**src/fps_pkg.sv**
```systemverilog
// Package of constants and types for the flash protection and status block
package fps_pkg;

  // Register offsets
  localparam logic [3:0] FPS_CONFIG_OFS = 4'h3;
  localparam logic [3:0] FPS_PROT_OFS = 4'h4;
  localparam logic [3:0] FPS_STATUS_OFS = 4'h5;

  // Protection register fields
  localparam int FPS_PROT_POL_BIT = 7;
  localparam int FPS_PROT_HDIS_BIT = 5;
  localparam int FPS_PROT_HS_LSB = 3;
  localparam int FPS_PROT_LDIS_BIT = 2;
  localparam int FPS_PROT_LS_LSB = 0;

  // Status register fields
  localparam int FPS_ST_BUFFER_EMPTY_FLAG_BIT = 7;
  localparam int FPS_ST_COMMAND_COMPLETE_FLAG_BIT = 6;
  localparam int FPS_ST_PROTECTION_VIOLATION_FLAG_BIT = 5;
  localparam int FPS_ST_ACCESS_ERROR_FLAG_BIT = 4;
  localparam int FPS_ST_BLANK_BIT = 2;
  localparam int FPS_ST_FAIL_BIT = 1;
  localparam int FPS_ST_DONE_BIT = 0;

  // Config register fields
  localparam int FPS_CFG_BUFFER_EMPTY_IRQ_ENABLE_BIT = 7;
  localparam int FPS_CFG_COMPLETE_IRQ_ENABLE_BIT = 6;

  // Reset values
  localparam logic [7:0] FPS_PROT_RESET = 8'hff;
  localparam logic FPS_BUFFER_EMPTY_FLAG_RESET = 1'b1;
  localparam logic FPS_COMMAND_COMPLETE_FLAG_RESET = 1'b1;
  localparam logic FPS_DONE_RESET = 1'b1;

  // Range bounds
  localparam logic [15:0] FPS_LOW_BASE = 16'h4000;
  localparam logic [15:0] FPS_LOW_END_0 = 16'h41ff;
  localparam logic [15:0] FPS_LOW_END_1 = 16'h43ff;
  localparam logic [15:0] FPS_LOW_END_2 = 16'h47ff;
  localparam logic [15:0] FPS_LOW_END_3 = 16'h4fff;
  localparam logic [15:0] FPS_HIGH_BASE_0 = 16'hf800;
  localparam logic [15:0] FPS_HIGH_BASE_1 = 16'hf000;
  localparam logic [15:0] FPS_HIGH_BASE_2 = 16'he000;
  localparam logic [15:0] FPS_HIGH_BASE_3 = 16'hc000;

  // Allowed scenario changes, row = from, bit = to
  localparam logic [63:0] FPS_ALLOW = {8'hff, 8'h5a, 8'h3c, 8'h18, 8'h08, 8'h0c, 8'h0a, 8'h0f};

  typedef enum logic [1:0] {
    FPS_IDLE = 2'b00,
    FPS_ADDR = 2'b01,
    FPS_CMD = 2'b10
  } fps_seq_type;

  typedef struct packed {
    logic [7:0] prot;
    logic load_pend;
    fps_seq_type seq;
    logic [15:0] addr;
    logic buffer_empty_flag;
    logic command_complete_flag;
    logic protection_violation_flag;
    logic access_error_flag;
    logic blank;
    logic fail;
    logic done;
    logic buffer_empty_irq_enable;
    logic complete_irq_enable;
    logic [7:0] rdata;
    logic launch;
    logic irq_be;
    logic irq_cc;
  } fps_state_type;

endpackage

```
**src/fps_flash_protection_status.sv**
```systemverilog
// Protection decode, scenario guard and command status flags of the flash controller
// Function
// Polarity high: cleared disable bit protects range
// Polarity low: cleared disable bit opens window
// High size code picks range ending at top
// Low size code picks range from 0x4000
// Setting loaded from array after reset
// Disallowed scenario write leaves register unchanged
// Only listed scenario changes are accepted
// Protection register reads return active scenario
// Normal mode status bit access permissions
// Special mode fail writable, done read-only
// Buffer-empty flag cleared by writing one
// Writing zero mid-sequence aborts, sets access error
// Flag with enable raises interrupt request
// Complete flag clears with buffer-empty, sets last
// Protected target sets violation, blocks launch
// Sequence, illegal command, halt set access error
// Blank set on erased verify, cleared at launch
// Fail set on failed verify, blocks launch
// Done reads zero while operation active
// Size fields writable only while disable set
// Software launches by writing one to buffer-empty
// Flags reset to empty, complete, no errors
// Launch address checked against protected ranges
//
// Our own choice: the address-and-strobe port.
`timescale 1ns/1ns
module fps_flash_protection_status
  import fps_pkg::*;
(
  // Clock and reset
  input wire logic i_ref_clk,
  input wire logic i_nrst,
  // Register port
  input wire logic [3:0] i_addr,
  input wire logic [7:0] i_wdata,
  input wire logic i_wr,
  input wire logic i_rd,
  output logic [7:0] o_rdata,
  // Protection setting held in the array
  input wire logic [7:0] i_prot_nv,
  input wire logic i_special_mode,
  // Command sequence events
  input wire logic i_array_wr,
  input wire logic [15:0] i_array_addr,
  input wire logic i_cmd_wr,
  input wire logic i_cmd_legal,
  input wire logic i_cmd_prog_erase,
  input wire logic i_seq_violation,
  input wire logic i_stop_req,
  // Command engine
  input wire logic i_cmd_fetch,
  input wire logic i_cmd_finish,
  input wire logic i_verify_done,
  input wire logic i_verify_blank,
  input wire logic i_op_active,
  output logic o_launch,
  output logic [15:0] o_launch_addr,
  // Interrupt requests
  output logic o_buffer_empty_irq,
  output logic o_complete_irq
);

  fps_state_type s_q;
  fps_state_type s_d;

  function automatic logic in_high(input logic [15:0] a, input logic [1:0] sz);
    logic [15:0] base;
    base = FPS_HIGH_BASE_0;
    unique case (sz)
      2'b00: base = FPS_HIGH_BASE_0;
      2'b01: base = FPS_HIGH_BASE_1;
      2'b10: base = FPS_HIGH_BASE_2;
      2'b11: base = FPS_HIGH_BASE_3;
    endcase
    return a >= base;
  endfunction

  function automatic logic in_low(input logic [15:0] a, input logic [1:0] sz);
    logic [15:0] last;
    last = FPS_LOW_END_0;
    unique case (sz)
      2'b00: last = FPS_LOW_END_0;
      2'b01: last = FPS_LOW_END_1;
      2'b10: last = FPS_LOW_END_2;
      2'b11: last = FPS_LOW_END_3;
    endcase
    return (a >= FPS_LOW_BASE) && (a <= last);
  endfunction

  function automatic logic is_protected(input logic [15:0] a, input logic [7:0] p);
    logic hi;
    logic lo;
    logic hsel;
    logic lsel;
    hi = in_high(a, p[FPS_PROT_HS_LSB +: 2]);
    lo = in_low(a, p[FPS_PROT_LS_LSB +: 2]);
    hsel = !p[FPS_PROT_HDIS_BIT] && hi;
    lsel = !p[FPS_PROT_LDIS_BIT] && lo;
    if (p[FPS_PROT_POL_BIT])
      return hsel || lsel;
    else
      return !(hsel || lsel);
  endfunction

  // Scenario number is the polarity bit over the two disable bits
  function automatic logic [2:0] scenario(input logic [7:0] p);
    return {p[FPS_PROT_POL_BIT], p[FPS_PROT_HDIS_BIT], p[FPS_PROT_LDIS_BIT]};
  endfunction

  function automatic logic allowed(input logic [7:0] from_p, input logic [7:0] to_p);
    return FPS_ALLOW[{scenario(from_p), scenario(to_p)}];
  endfunction

  // Size fields of a write fall back to the held value while their range is enabled
  function automatic logic [7:0] masked_prot(input logic [7:0] cur, input logic [7:0] w);
    logic [7:0] r;
    r = w;
    if (!cur[FPS_PROT_HDIS_BIT])
      r[FPS_PROT_HS_LSB +: 2] = cur[FPS_PROT_HS_LSB +: 2];
    if (!cur[FPS_PROT_LDIS_BIT])
      r[FPS_PROT_LS_LSB +: 2] = cur[FPS_PROT_LS_LSB +: 2];
    return r;
  endfunction

  logic wr_status;
  logic wr_prot;
  logic launch_ok;
  logic [7:0] prot_cand;

  assign wr_status = i_wr && (i_addr == FPS_STATUS_OFS);
  assign wr_prot = i_wr && (i_addr == FPS_PROT_OFS);
  assign prot_cand = masked_prot(s_q.prot, i_wdata);
  assign launch_ok = !s_q.protection_violation_flag && !s_q.access_error_flag && !(i_special_mode && s_q.fail);

  always_comb
  begin
    s_d = s_q;
    s_d.launch = 1'b0;
    s_d.rdata = 8'h00;

    // Protection setting
    if (s_q.load_pend)
    begin
      s_d.prot = i_prot_nv;
      s_d.load_pend = 1'b0;
    end
    else if (wr_prot && allowed(s_q.prot, prot_cand))
      s_d.prot = prot_cand;

    if (i_wr && (i_addr == FPS_CONFIG_OFS))
    begin
      s_d.buffer_empty_irq_enable = i_wdata[FPS_CFG_BUFFER_EMPTY_IRQ_ENABLE_BIT];
      s_d.complete_irq_enable = i_wdata[FPS_CFG_COMPLETE_IRQ_ENABLE_BIT];
    end

    // Clears by software first, so that a hardware set in the same cycle wins
    if (wr_status && i_wdata[FPS_ST_PROTECTION_VIOLATION_FLAG_BIT])
      s_d.protection_violation_flag = 1'b0;
    if (wr_status && i_wdata[FPS_ST_ACCESS_ERROR_FLAG_BIT])
      s_d.access_error_flag = 1'b0;
    if (wr_status && i_special_mode && i_wdata[FPS_ST_FAIL_BIT])
      s_d.fail = 1'b0;

    // Command write sequence
    unique case (s_q.seq)
      FPS_IDLE:
      begin
        if (i_array_wr)
        begin
          s_d.seq = FPS_ADDR;
          s_d.addr = i_array_addr;
        end
      end
      FPS_ADDR:
      begin
        if (wr_status && !i_wdata[FPS_ST_BUFFER_EMPTY_FLAG_BIT])
        begin
          s_d.access_error_flag = 1'b1;
          s_d.seq = FPS_IDLE;
        end
        else if (wr_status || i_array_wr)
        begin
          s_d.access_error_flag = 1'b1;
          s_d.seq = FPS_IDLE;
        end
        else if (i_cmd_wr)
        begin
          if (i_cmd_legal)
            s_d.seq = FPS_CMD;
          else
          begin
            s_d.access_error_flag = 1'b1;
            s_d.seq = FPS_IDLE;
          end
        end
      end
      FPS_CMD:
      begin
        if (wr_status && !i_wdata[FPS_ST_BUFFER_EMPTY_FLAG_BIT])
        begin
          s_d.access_error_flag = 1'b1;
          s_d.seq = FPS_IDLE;
        end
        else if (wr_status && i_wdata[FPS_ST_BUFFER_EMPTY_FLAG_BIT] && launch_ok)
        begin
          s_d.seq = FPS_IDLE;
          if (i_cmd_prog_erase && is_protected(s_q.addr, s_q.prot))
            s_d.protection_violation_flag = 1'b1;
          else
          begin
            s_d.launch = 1'b1;
            s_d.buffer_empty_flag = 1'b0;
            s_d.command_complete_flag = 1'b0;
            s_d.blank = 1'b0;
          end
        end
        else if (i_array_wr || i_cmd_wr)
        begin
          s_d.access_error_flag = 1'b1;
          s_d.seq = FPS_IDLE;
        end
      end
      default:
        s_d.seq = FPS_IDLE;
    endcase

    // Engine events
    if (i_cmd_fetch)
      s_d.buffer_empty_flag = 1'b1;
    // A finish with a command still buffered leaves the complete flag low
    if (i_cmd_finish && s_d.buffer_empty_flag)
      s_d.command_complete_flag = 1'b1;
    if (i_seq_violation || (i_stop_req && !s_q.command_complete_flag))
      s_d.access_error_flag = 1'b1;
    if (i_verify_done && i_verify_blank)
      s_d.blank = 1'b1;
    if (i_verify_done && !i_verify_blank && i_special_mode)
      s_d.fail = 1'b1;
    s_d.done = !i_op_active;

    s_d.irq_be = s_d.buffer_empty_flag && s_d.buffer_empty_irq_enable;
    s_d.irq_cc = s_d.command_complete_flag && s_d.complete_irq_enable;

    // Read data stand only in the cycle after the strobe
    if (i_rd)
    begin
      unique case (i_addr)
        FPS_PROT_OFS:
          s_d.rdata = s_q.prot;
        FPS_CONFIG_OFS:
        begin
          s_d.rdata[FPS_CFG_BUFFER_EMPTY_IRQ_ENABLE_BIT] = s_q.buffer_empty_irq_enable;
          s_d.rdata[FPS_CFG_COMPLETE_IRQ_ENABLE_BIT] = s_q.complete_irq_enable;
        end
        FPS_STATUS_OFS:
        begin
          s_d.rdata[FPS_ST_BUFFER_EMPTY_FLAG_BIT] = s_q.buffer_empty_flag;
          s_d.rdata[FPS_ST_COMMAND_COMPLETE_FLAG_BIT] = s_q.command_complete_flag;
          s_d.rdata[FPS_ST_PROTECTION_VIOLATION_FLAG_BIT] = s_q.protection_violation_flag;
          s_d.rdata[FPS_ST_ACCESS_ERROR_FLAG_BIT] = s_q.access_error_flag;
          s_d.rdata[FPS_ST_BLANK_BIT] = s_q.blank;
          s_d.rdata[FPS_ST_FAIL_BIT] = i_special_mode && s_q.fail;
          s_d.rdata[FPS_ST_DONE_BIT] = i_special_mode && s_q.done;
        end
        default:
          s_d.rdata = 8'h00;
      endcase
    end
  end

  always_ff @(posedge i_ref_clk)
  begin
    if (!i_nrst)
    begin
      s_q <= '0;
      s_q.prot <= FPS_PROT_RESET;
      s_q.load_pend <= 1'b1;
      s_q.seq <= FPS_IDLE;
      s_q.buffer_empty_flag <= FPS_BUFFER_EMPTY_FLAG_RESET;
      s_q.command_complete_flag <= FPS_COMMAND_COMPLETE_FLAG_RESET;
      s_q.done <= FPS_DONE_RESET;
    end
    else
      s_q <= s_d;
  end

  assign o_rdata = s_q.rdata;
  assign o_launch = s_q.launch;
  assign o_launch_addr = s_q.addr;
  assign o_buffer_empty_irq = s_q.irq_be;
  assign o_complete_irq = s_q.irq_cc;
endmodule

```
**config.mk**
```make
export PLATFORM = sky130hd
export DESIGN_NAME = fps_flash_protection_status
export DESIGN_NICKNAME = d
export VERILOG_FILES = /design/src/fps_pkg.sv /design/src/fps_flash_protection_status.sv
export SDC_FILE = /design/constraint.sdc
export NUM_CORES = 1
export LEC_CHECK = 0
export BUFFER_PORTS_ARGS = -buffer_cell sky130_fd_sc_hd__buf_2
export CAP_MARGIN = 20
export CORE_MARGIN = 2
export CORE_UTILIZATION = 39
export CTS_CLUSTER_SIZE = 20
export DETAILED_ROUTE_END_ITERATION = 10
export PLACE_DENSITY = 0.69
export SLEW_MARGIN = 0
export SYNTH_ARGS = -nofsm -noshare
export SYNTH_HDL_FRONTEND = slang
export SYNTH_SLANG_ARGS = --single-unit
```
**constraint.sdc**
```tcl
create_clock -name i_ref_clk -period 2.15 [get_ports i_ref_clk]
set_input_delay 0.43 -clock i_ref_clk [delete_from_list [all_inputs] [get_ports i_ref_clk]]
set_output_delay 0.43 -clock i_ref_clk [all_outputs]
set_load 0.01 [all_outputs]
```
After elaboration in Yosys (flattened, before gate mapping)
Memory sizes are Yosys's and may differ from the RTL's.
Index checks and enable logic that the tools add are counted.
- memories kept: 1
- memory bits (read-only): 64
- input bits: 52
- register bits after elaboration: 47
- logic and storage cells: 164
- output and inout bits: 27
- memories (name ; depth ; bits a word ; rd ports ; clocked after Yosys merged registers in ; write ports ; RTL line ; source):
    (no name shown) ; 64 ; 1 ; 1 ; 0 ; 0 ; fps_flash_protection_status.sv:113 ; return FPS_ALLOW[{scenario(from_p), scenario(to_p)}];
- multiplexer cells: 63
- order comparisons: 4
- equality and inequality tests: 16
- reduce and logical (&&, ||, !) cells: 57
- bitwise gates (word level): 3
- operators with widths (kind ; number):
    16-bit case mux with 4 select lines ; 2
    16-bit 2-to-1 mux ; 7
    39-bit 2-to-1 mux ; 1
    1-bit 2-to-1 mux ; 30
    1-bit logical AND ; 26
    8-bit 2-to-1 mux ; 3
    2-bit 2-to-1 mux ; 11
    18-bit 2-to-1 mux ; 1
    16-bit by 15-bit greater-or-equal comparator with 1-bit output (second input constant) ; 1
    16-bit greater-or-equal comparator ; 1
    16-bit <= comparator ; 1
    2-bit case mux with 3 select lines ; 2
    2-bit nonzero test ; 6
    2-bit == test (second input constant) ; 5
    1-bit zero test ; 10
    3-bit 2-to-1 mux ; 3
    4-bit by 3-bit == test with 1-bit output (second input constant) ; 2
    4-bit != test (second input constant) ; 2
    2-bit AND reduction ; 4
    6-bit by 7-bit less-than comparator with 1-bit output (second input constant) ; 1
    2-bit by 1-bit == test with 1-bit output (second input constant) ; 3
    2-bit zero test ; 3
    3-bit case mux with 2 select lines ; 1
    3-bit AND reduction ; 2
    other kinds (9) ; 15

Depth between registers and ports, before layout
- depth in word-level cells: 26
- depth in mapped cells: 9

Worst setup path after synthesis
OpenSTA, ideal clock, no wires.
- path kind: input-to-reg
- start: in i_wdata[7]
- end: reg s_q[41] (netlist name)
- buffers on the path: 1
- slack: 0.176 ns
- arrival time: 1.860 ns
- stages on the path: 9
- cell sequence: buf_2 > inv_1 > ha_1 > inv_1 > o311a_1 > o211a_1 > o21ai_0 > o311ai_0 > a21o_1
- word-level cells in the longest chain between the ends: 4
- ends and longest elaborated chain (element ; RTL line ; source):
    start: declaration ; fps_flash_protection_status.sv:37 ; input wire logic [7:0] i_wdata,
    memory 64 x 1 bit ; - ;
    1-bit 2-to-1 mux (implied by the code) ; fps_flash_protection_status.sv:113 ;
    1-bit logical AND ; fps_flash_protection_status.sv:149 ; else if (wr_prot && allowed(s_q.prot, prot_cand))
    2-bit nonzero test (no source line) ; - ;
    end: declaration ; fps_flash_protection_status.sv:65 ; fps_state_type s_q;
Every way passes these cells. The select of a mux whose other input is x is not followed.
A chain may end at the register's enable or synchronous reset.

Worst setup path after layout
- start: reg s_q[42] (netlist name)
- end: reg s_q[17] (netlist name)
- word-level cells in the longest chain between the ends: 18
- ends and longest elaborated chain (element ; RTL line ; source):
    2-bit == test (tied with other cells) ; fps_flash_protection_status.sv:71 ; unique case (sz)
    16-bit case mux with 4 select lines * ; fps_flash_protection_status.sv:71 ;
    16-bit 2-to-1 mux * ; fps_flash_protection_status.sv:206 ; else if (wr_status && i_wdata[FPS_ST_BUFFER_EMPTY_FLAG_BIT] && launch_ok)
    16-bit 2-to-1 mux * ; fps_flash_protection_status.sv:201 ; if (wr_status && !i_wdata[FPS_ST_BUFFER_EMPTY_FLAG_BIT])
    16-bit 2-to-1 mux * ; fps_flash_protection_status.sv:167 ; unique case (s_q.seq)
    16-bit greater-or-equal comparator * ; fps_flash_protection_status.sv:77 ; return a >= base;
    1-bit logical AND * ; fps_flash_protection_status.sv:99 ; hsel = !p[FPS_PROT_HDIS_BIT] && hi;
    1-bit logical OR * ; fps_flash_protection_status.sv:102, fps_flash_protection_status.sv:104 ;
    [2 not listed] ; - ;
    1-bit 2-to-1 mux * ; fps_flash_protection_status.sv:206 ;
    1-bit 2-to-1 mux * ; fps_flash_protection_status.sv:201 ;
    1-bit 2-to-1 mux * ; fps_flash_protection_status.sv:167 ;
    1-bit logical AND * ; fps_flash_protection_status.sv:209 ; if (i_cmd_prog_erase && is_protected(s_q.addr, s_q.prot))
    1-bit 2-to-1 mux * ; fps_flash_protection_status.sv:209 ;
    3-bit 2-to-1 mux * ; fps_flash_protection_status.sv:206 ;
    3-bit 2-to-1 mux * ; fps_flash_protection_status.sv:201 ;
    3-bit 2-to-1 mux * ; fps_flash_protection_status.sv:167 ;
Every way passes the cells marked *; elsewhere a longest branch is shown, timed or not. The select of a mux whose other input is x is not followed.

==> out/metrics.csv <==
stage,metric,value,unit
power_and_ir_drop,Clock power frac,34.9,%
grt,initial antenna violation count,0,
run,max cap viols,0,
die,initial core utilization,40.6,%
logic_synthesis,top-area cell type share of the netlist area,36.1,%
logic_synthesis,Post-Synthesis Cells,320,
placement,port bufs,78,
die,Die Wd,85.7,um
placement,Area after DPL,0.00293,mm2
finish,area grow syn2layout,18.3,%
sta,Final Hold Fails,0,
clocking,Clock Tree Root,clkbuf_8,
setup_path,Required @ worst endpoint,2340,ps
setup_path,WP buf/inv,0,
setup_path,Worst path slowest cell,dfxtp_1,
setup_path,crit-path cells,nor2_1 > ha_1 > nor4bb_2 > nand4_1 > a311oi_2 > nor3_1 > o21ai_0 > a21oi_1,
clocking,hold_buf cts,0,
sta,clk_skew,14.3,ps
outcome,status,"complete, but fails checks",
clocking,clk buf depth,2,
logic_synthesis,Post-Synthesis Cell Area,0.00260,mm2
logic_synthesis,ys flop type,dfxtp_1,
power_and_ir_drop,Sw Pwr,0.547,mW
setup_path,crit-path max FO,4,
logic_synthesis,post-synthesis sequential area ratio,36.1,%
sta,Final period util,97.0,%
power_and_ir_drop,Max rail drop VDD,0.261,mV
logic_synthesis,Synth Register Bits,47,
sta,post-layout min period,2090,ps
clocking,CTS resizes,0,
die,DIE HEIGHT,85.7,um
worst_hold_path,Hold Path Origin,i_op_active,
die,die area,0.00735,mm2
die,Ports,79,
power_and_ir_drop,combinational group share of total power,15.9,%
clocking,clock sinks,47,
sta,Peak Freq,479,MHz
route,drt pass-1 iters,8,
grt,gr usage total,18.8,%
sta,Max transition margin,61.2,%
clocking,Post-CTS Setup Inserts,0,
sta,final setup violating endpoints,0,
sta,setup_tns,0,ps
grt,largest net degree at the start of global routing,18,
logic_synthesis,Post-Syn Area per Cell,8.14,um2
logic_synthesis,ys async rst share,0,%
clocking,worst skew pair latency,310,ps
route,drt total wl,6680,um
grt,vias in the first global route,2374,
finish,final instance area,0.00308,mm2
logic_synthesis,number of synthesized flops with an enable pin,0,
setup_path,Worst EP arrival,2270,ps
die,Core ar.,0.00642,mm2
clocking,CTS tree,yes,
logic_synthesis,syn nets,383,
finish,Layout Cells excl Fill,455,
outcome,failing checks,DRC,
route,WL per Instance,14.7,um
route,remaining antenna violation count,0,
setup_path,CP Capture Type,flip-flop,
route,initial DRC count,207,
clocking,total CTS buffers,5,
route,Post-route DRC,6,
clocking,clock-pin slew on the worst setup and hold paths,90,ps
route,vias,2457,
finish,NumNets Final,440,
setup_path,max incr delay on CP,420,ps
setup_path,Worst setup startpoint,s_q[42]$_SDFFE_PN1P_,
worst_hold_path,HP Class,in2reg,
route,Avg Vias per Cell,5.40,
placement,# placed instances,447,
power_and_ir_drop,Pleak,1.39,nW
logic_synthesis,"area leader, netlist",dfxtp_1,
setup_path,Top delay family on crit path,simple AND/OR/NAND/NOR gates,
placement,HPWL Detailed,5140,um
setup_path,Setup CP Type,reg2reg,
power_and_ir_drop,register share of total power,49.2,%
logic_synthesis,Synth warnings,0,
logic_synthesis,synth top area cells,"dfxtp_1, buf_4, nand2_1",
sta,Slew @ Worst Pin,582,ps
power_and_ir_drop,Sw Share,28.1,%
placement,routability cong.,0.908,
setup_path,reg2reg start,s_q[42]$_SDFFE_PN1P_,
power_and_ir_drop,power per cell area,632,mW/mm2
finish,diode count,0,
clocking,htree depth,2,
grt,first-pass GRT wire length,11300,um
setup_path,crit start category,flip-flop,
grt,GRT overflow,0,
finish,share of layout cells above drive strength 1,28.6,%
power_and_ir_drop,Cell Int Power,1.40,mW
logic_synthesis,Yosys cell types,55,
sta,Slew Limit Fails,0,
sta,WHS,296,ps
die,Site Rows,29,
## worst register-to-register path: cells and delay by family, from the launching register on
| family | cells | cell delay (ps) |
|---|---|---|
| simple gates | 4 | 700 |
| compound gates | 3 | 590 |
| flops | 1 | 420 |
| fa+ha+maj | 1 | 270 |
## worst paths after layout
path | endpoint | slack [ps] | cells after the start
max | s_q[17]$_SDFF_PN0_ | 60 | 8
min | s_q[13]$_SDFF_PN1_ | 300 | 2
max reg2reg | s_q[17]$_SDFF_PN0_ | 60 | 8
min reg2reg | s_q[17]$_SDFF_PN0_ | 490 | 2
## power groups by stage
stage	Combinational (mW)	Clock (mW)	Sequential (mW)
final	0.310	0.679	0.959
after global routing	0.351	0.718	0.966
after CTS	0.299	0.693	0.955
after detailed placement	0.297	0	0.976
after global placement	0.294	0	0.975
after floorplan	0.215	0	0.953
## placed cells by master, fill, tap and decap left out, types with 7 or more instances in the layout
cell type	instances
buf_2	78
nand2_1	48
dfxtp_1	45
a21oi_1	25
nor2_1	24
inv_1	14
ha_1	11
buf_4	11
mux2i_1	7
o21ai_1	7
o21ai_0	7
a22oi_1	7
nand3_1	7
## routing by layer
layer / part of all wire (%) / global-route usage (%)
met1: 44 / 25.8
met2: 46 / 30.5
met3: 8.6 / 3.37
met4: 1.3 / 4.91
met5: 0 / 0
## cell type report
cell class	instances	area [um2]
clock buffer	5	68.8
clock inverter	3	46.3
fill	630	3340
inverter	15	56.3
multi-input combinational	219	1400
sequential	47	943
tap	77	96.3
timing repair buffer	89	473
## Yosys cell counts, drive strengths merged (3+ instances only)
master	instances
a211oi	6
a21o	3
a21oi	26
a22oi	7
buf	28
clkbuf	11
dfxtp	47
ha	11
inv	14
mux2i	7
nand2	49
nand3	8
nand4	5
nor2	24
nor2b	6
nor3	5
nor4b	3
o21ai	14
## flip-flops by register name, summed over array words and instances, names as in the netlist
name / count
s_q: 20
o_launch_addr: 16
o_rdata: 8
o_buffer_empty_irq: 1
o_complete_irq: 1
o_launch: 1
## kinds of logic after synthesis
logic type               Yosys count  share of synthesized area (%)
AND/OR/NAND/NOR                  117                           22.0
multiplexers                       8                           3.12
flip-flops                        47                           36.1
AO/OA/AOI/OAI                     83                           21.8
buffers and inverters             54                           11.7
adder cells (fa/ha/maj)           11                           5.28
## per-stage QoR
stage / utilization (%) / total power [mW] / setup slack [ps]
final: 48.0 / 1.95 / 63.5
after CTS: 47.4 / 1.95 / 18.6
after floorplan: - / 1.17 / 176
after detailed placement: 45.6 / 1.27 / 41.2
after global routing: 48.0 / 2.04 / -137
after global placement: 45.6 / 1.27 / -1.39
No activity file was read; power rests on OpenSTA's default activity.
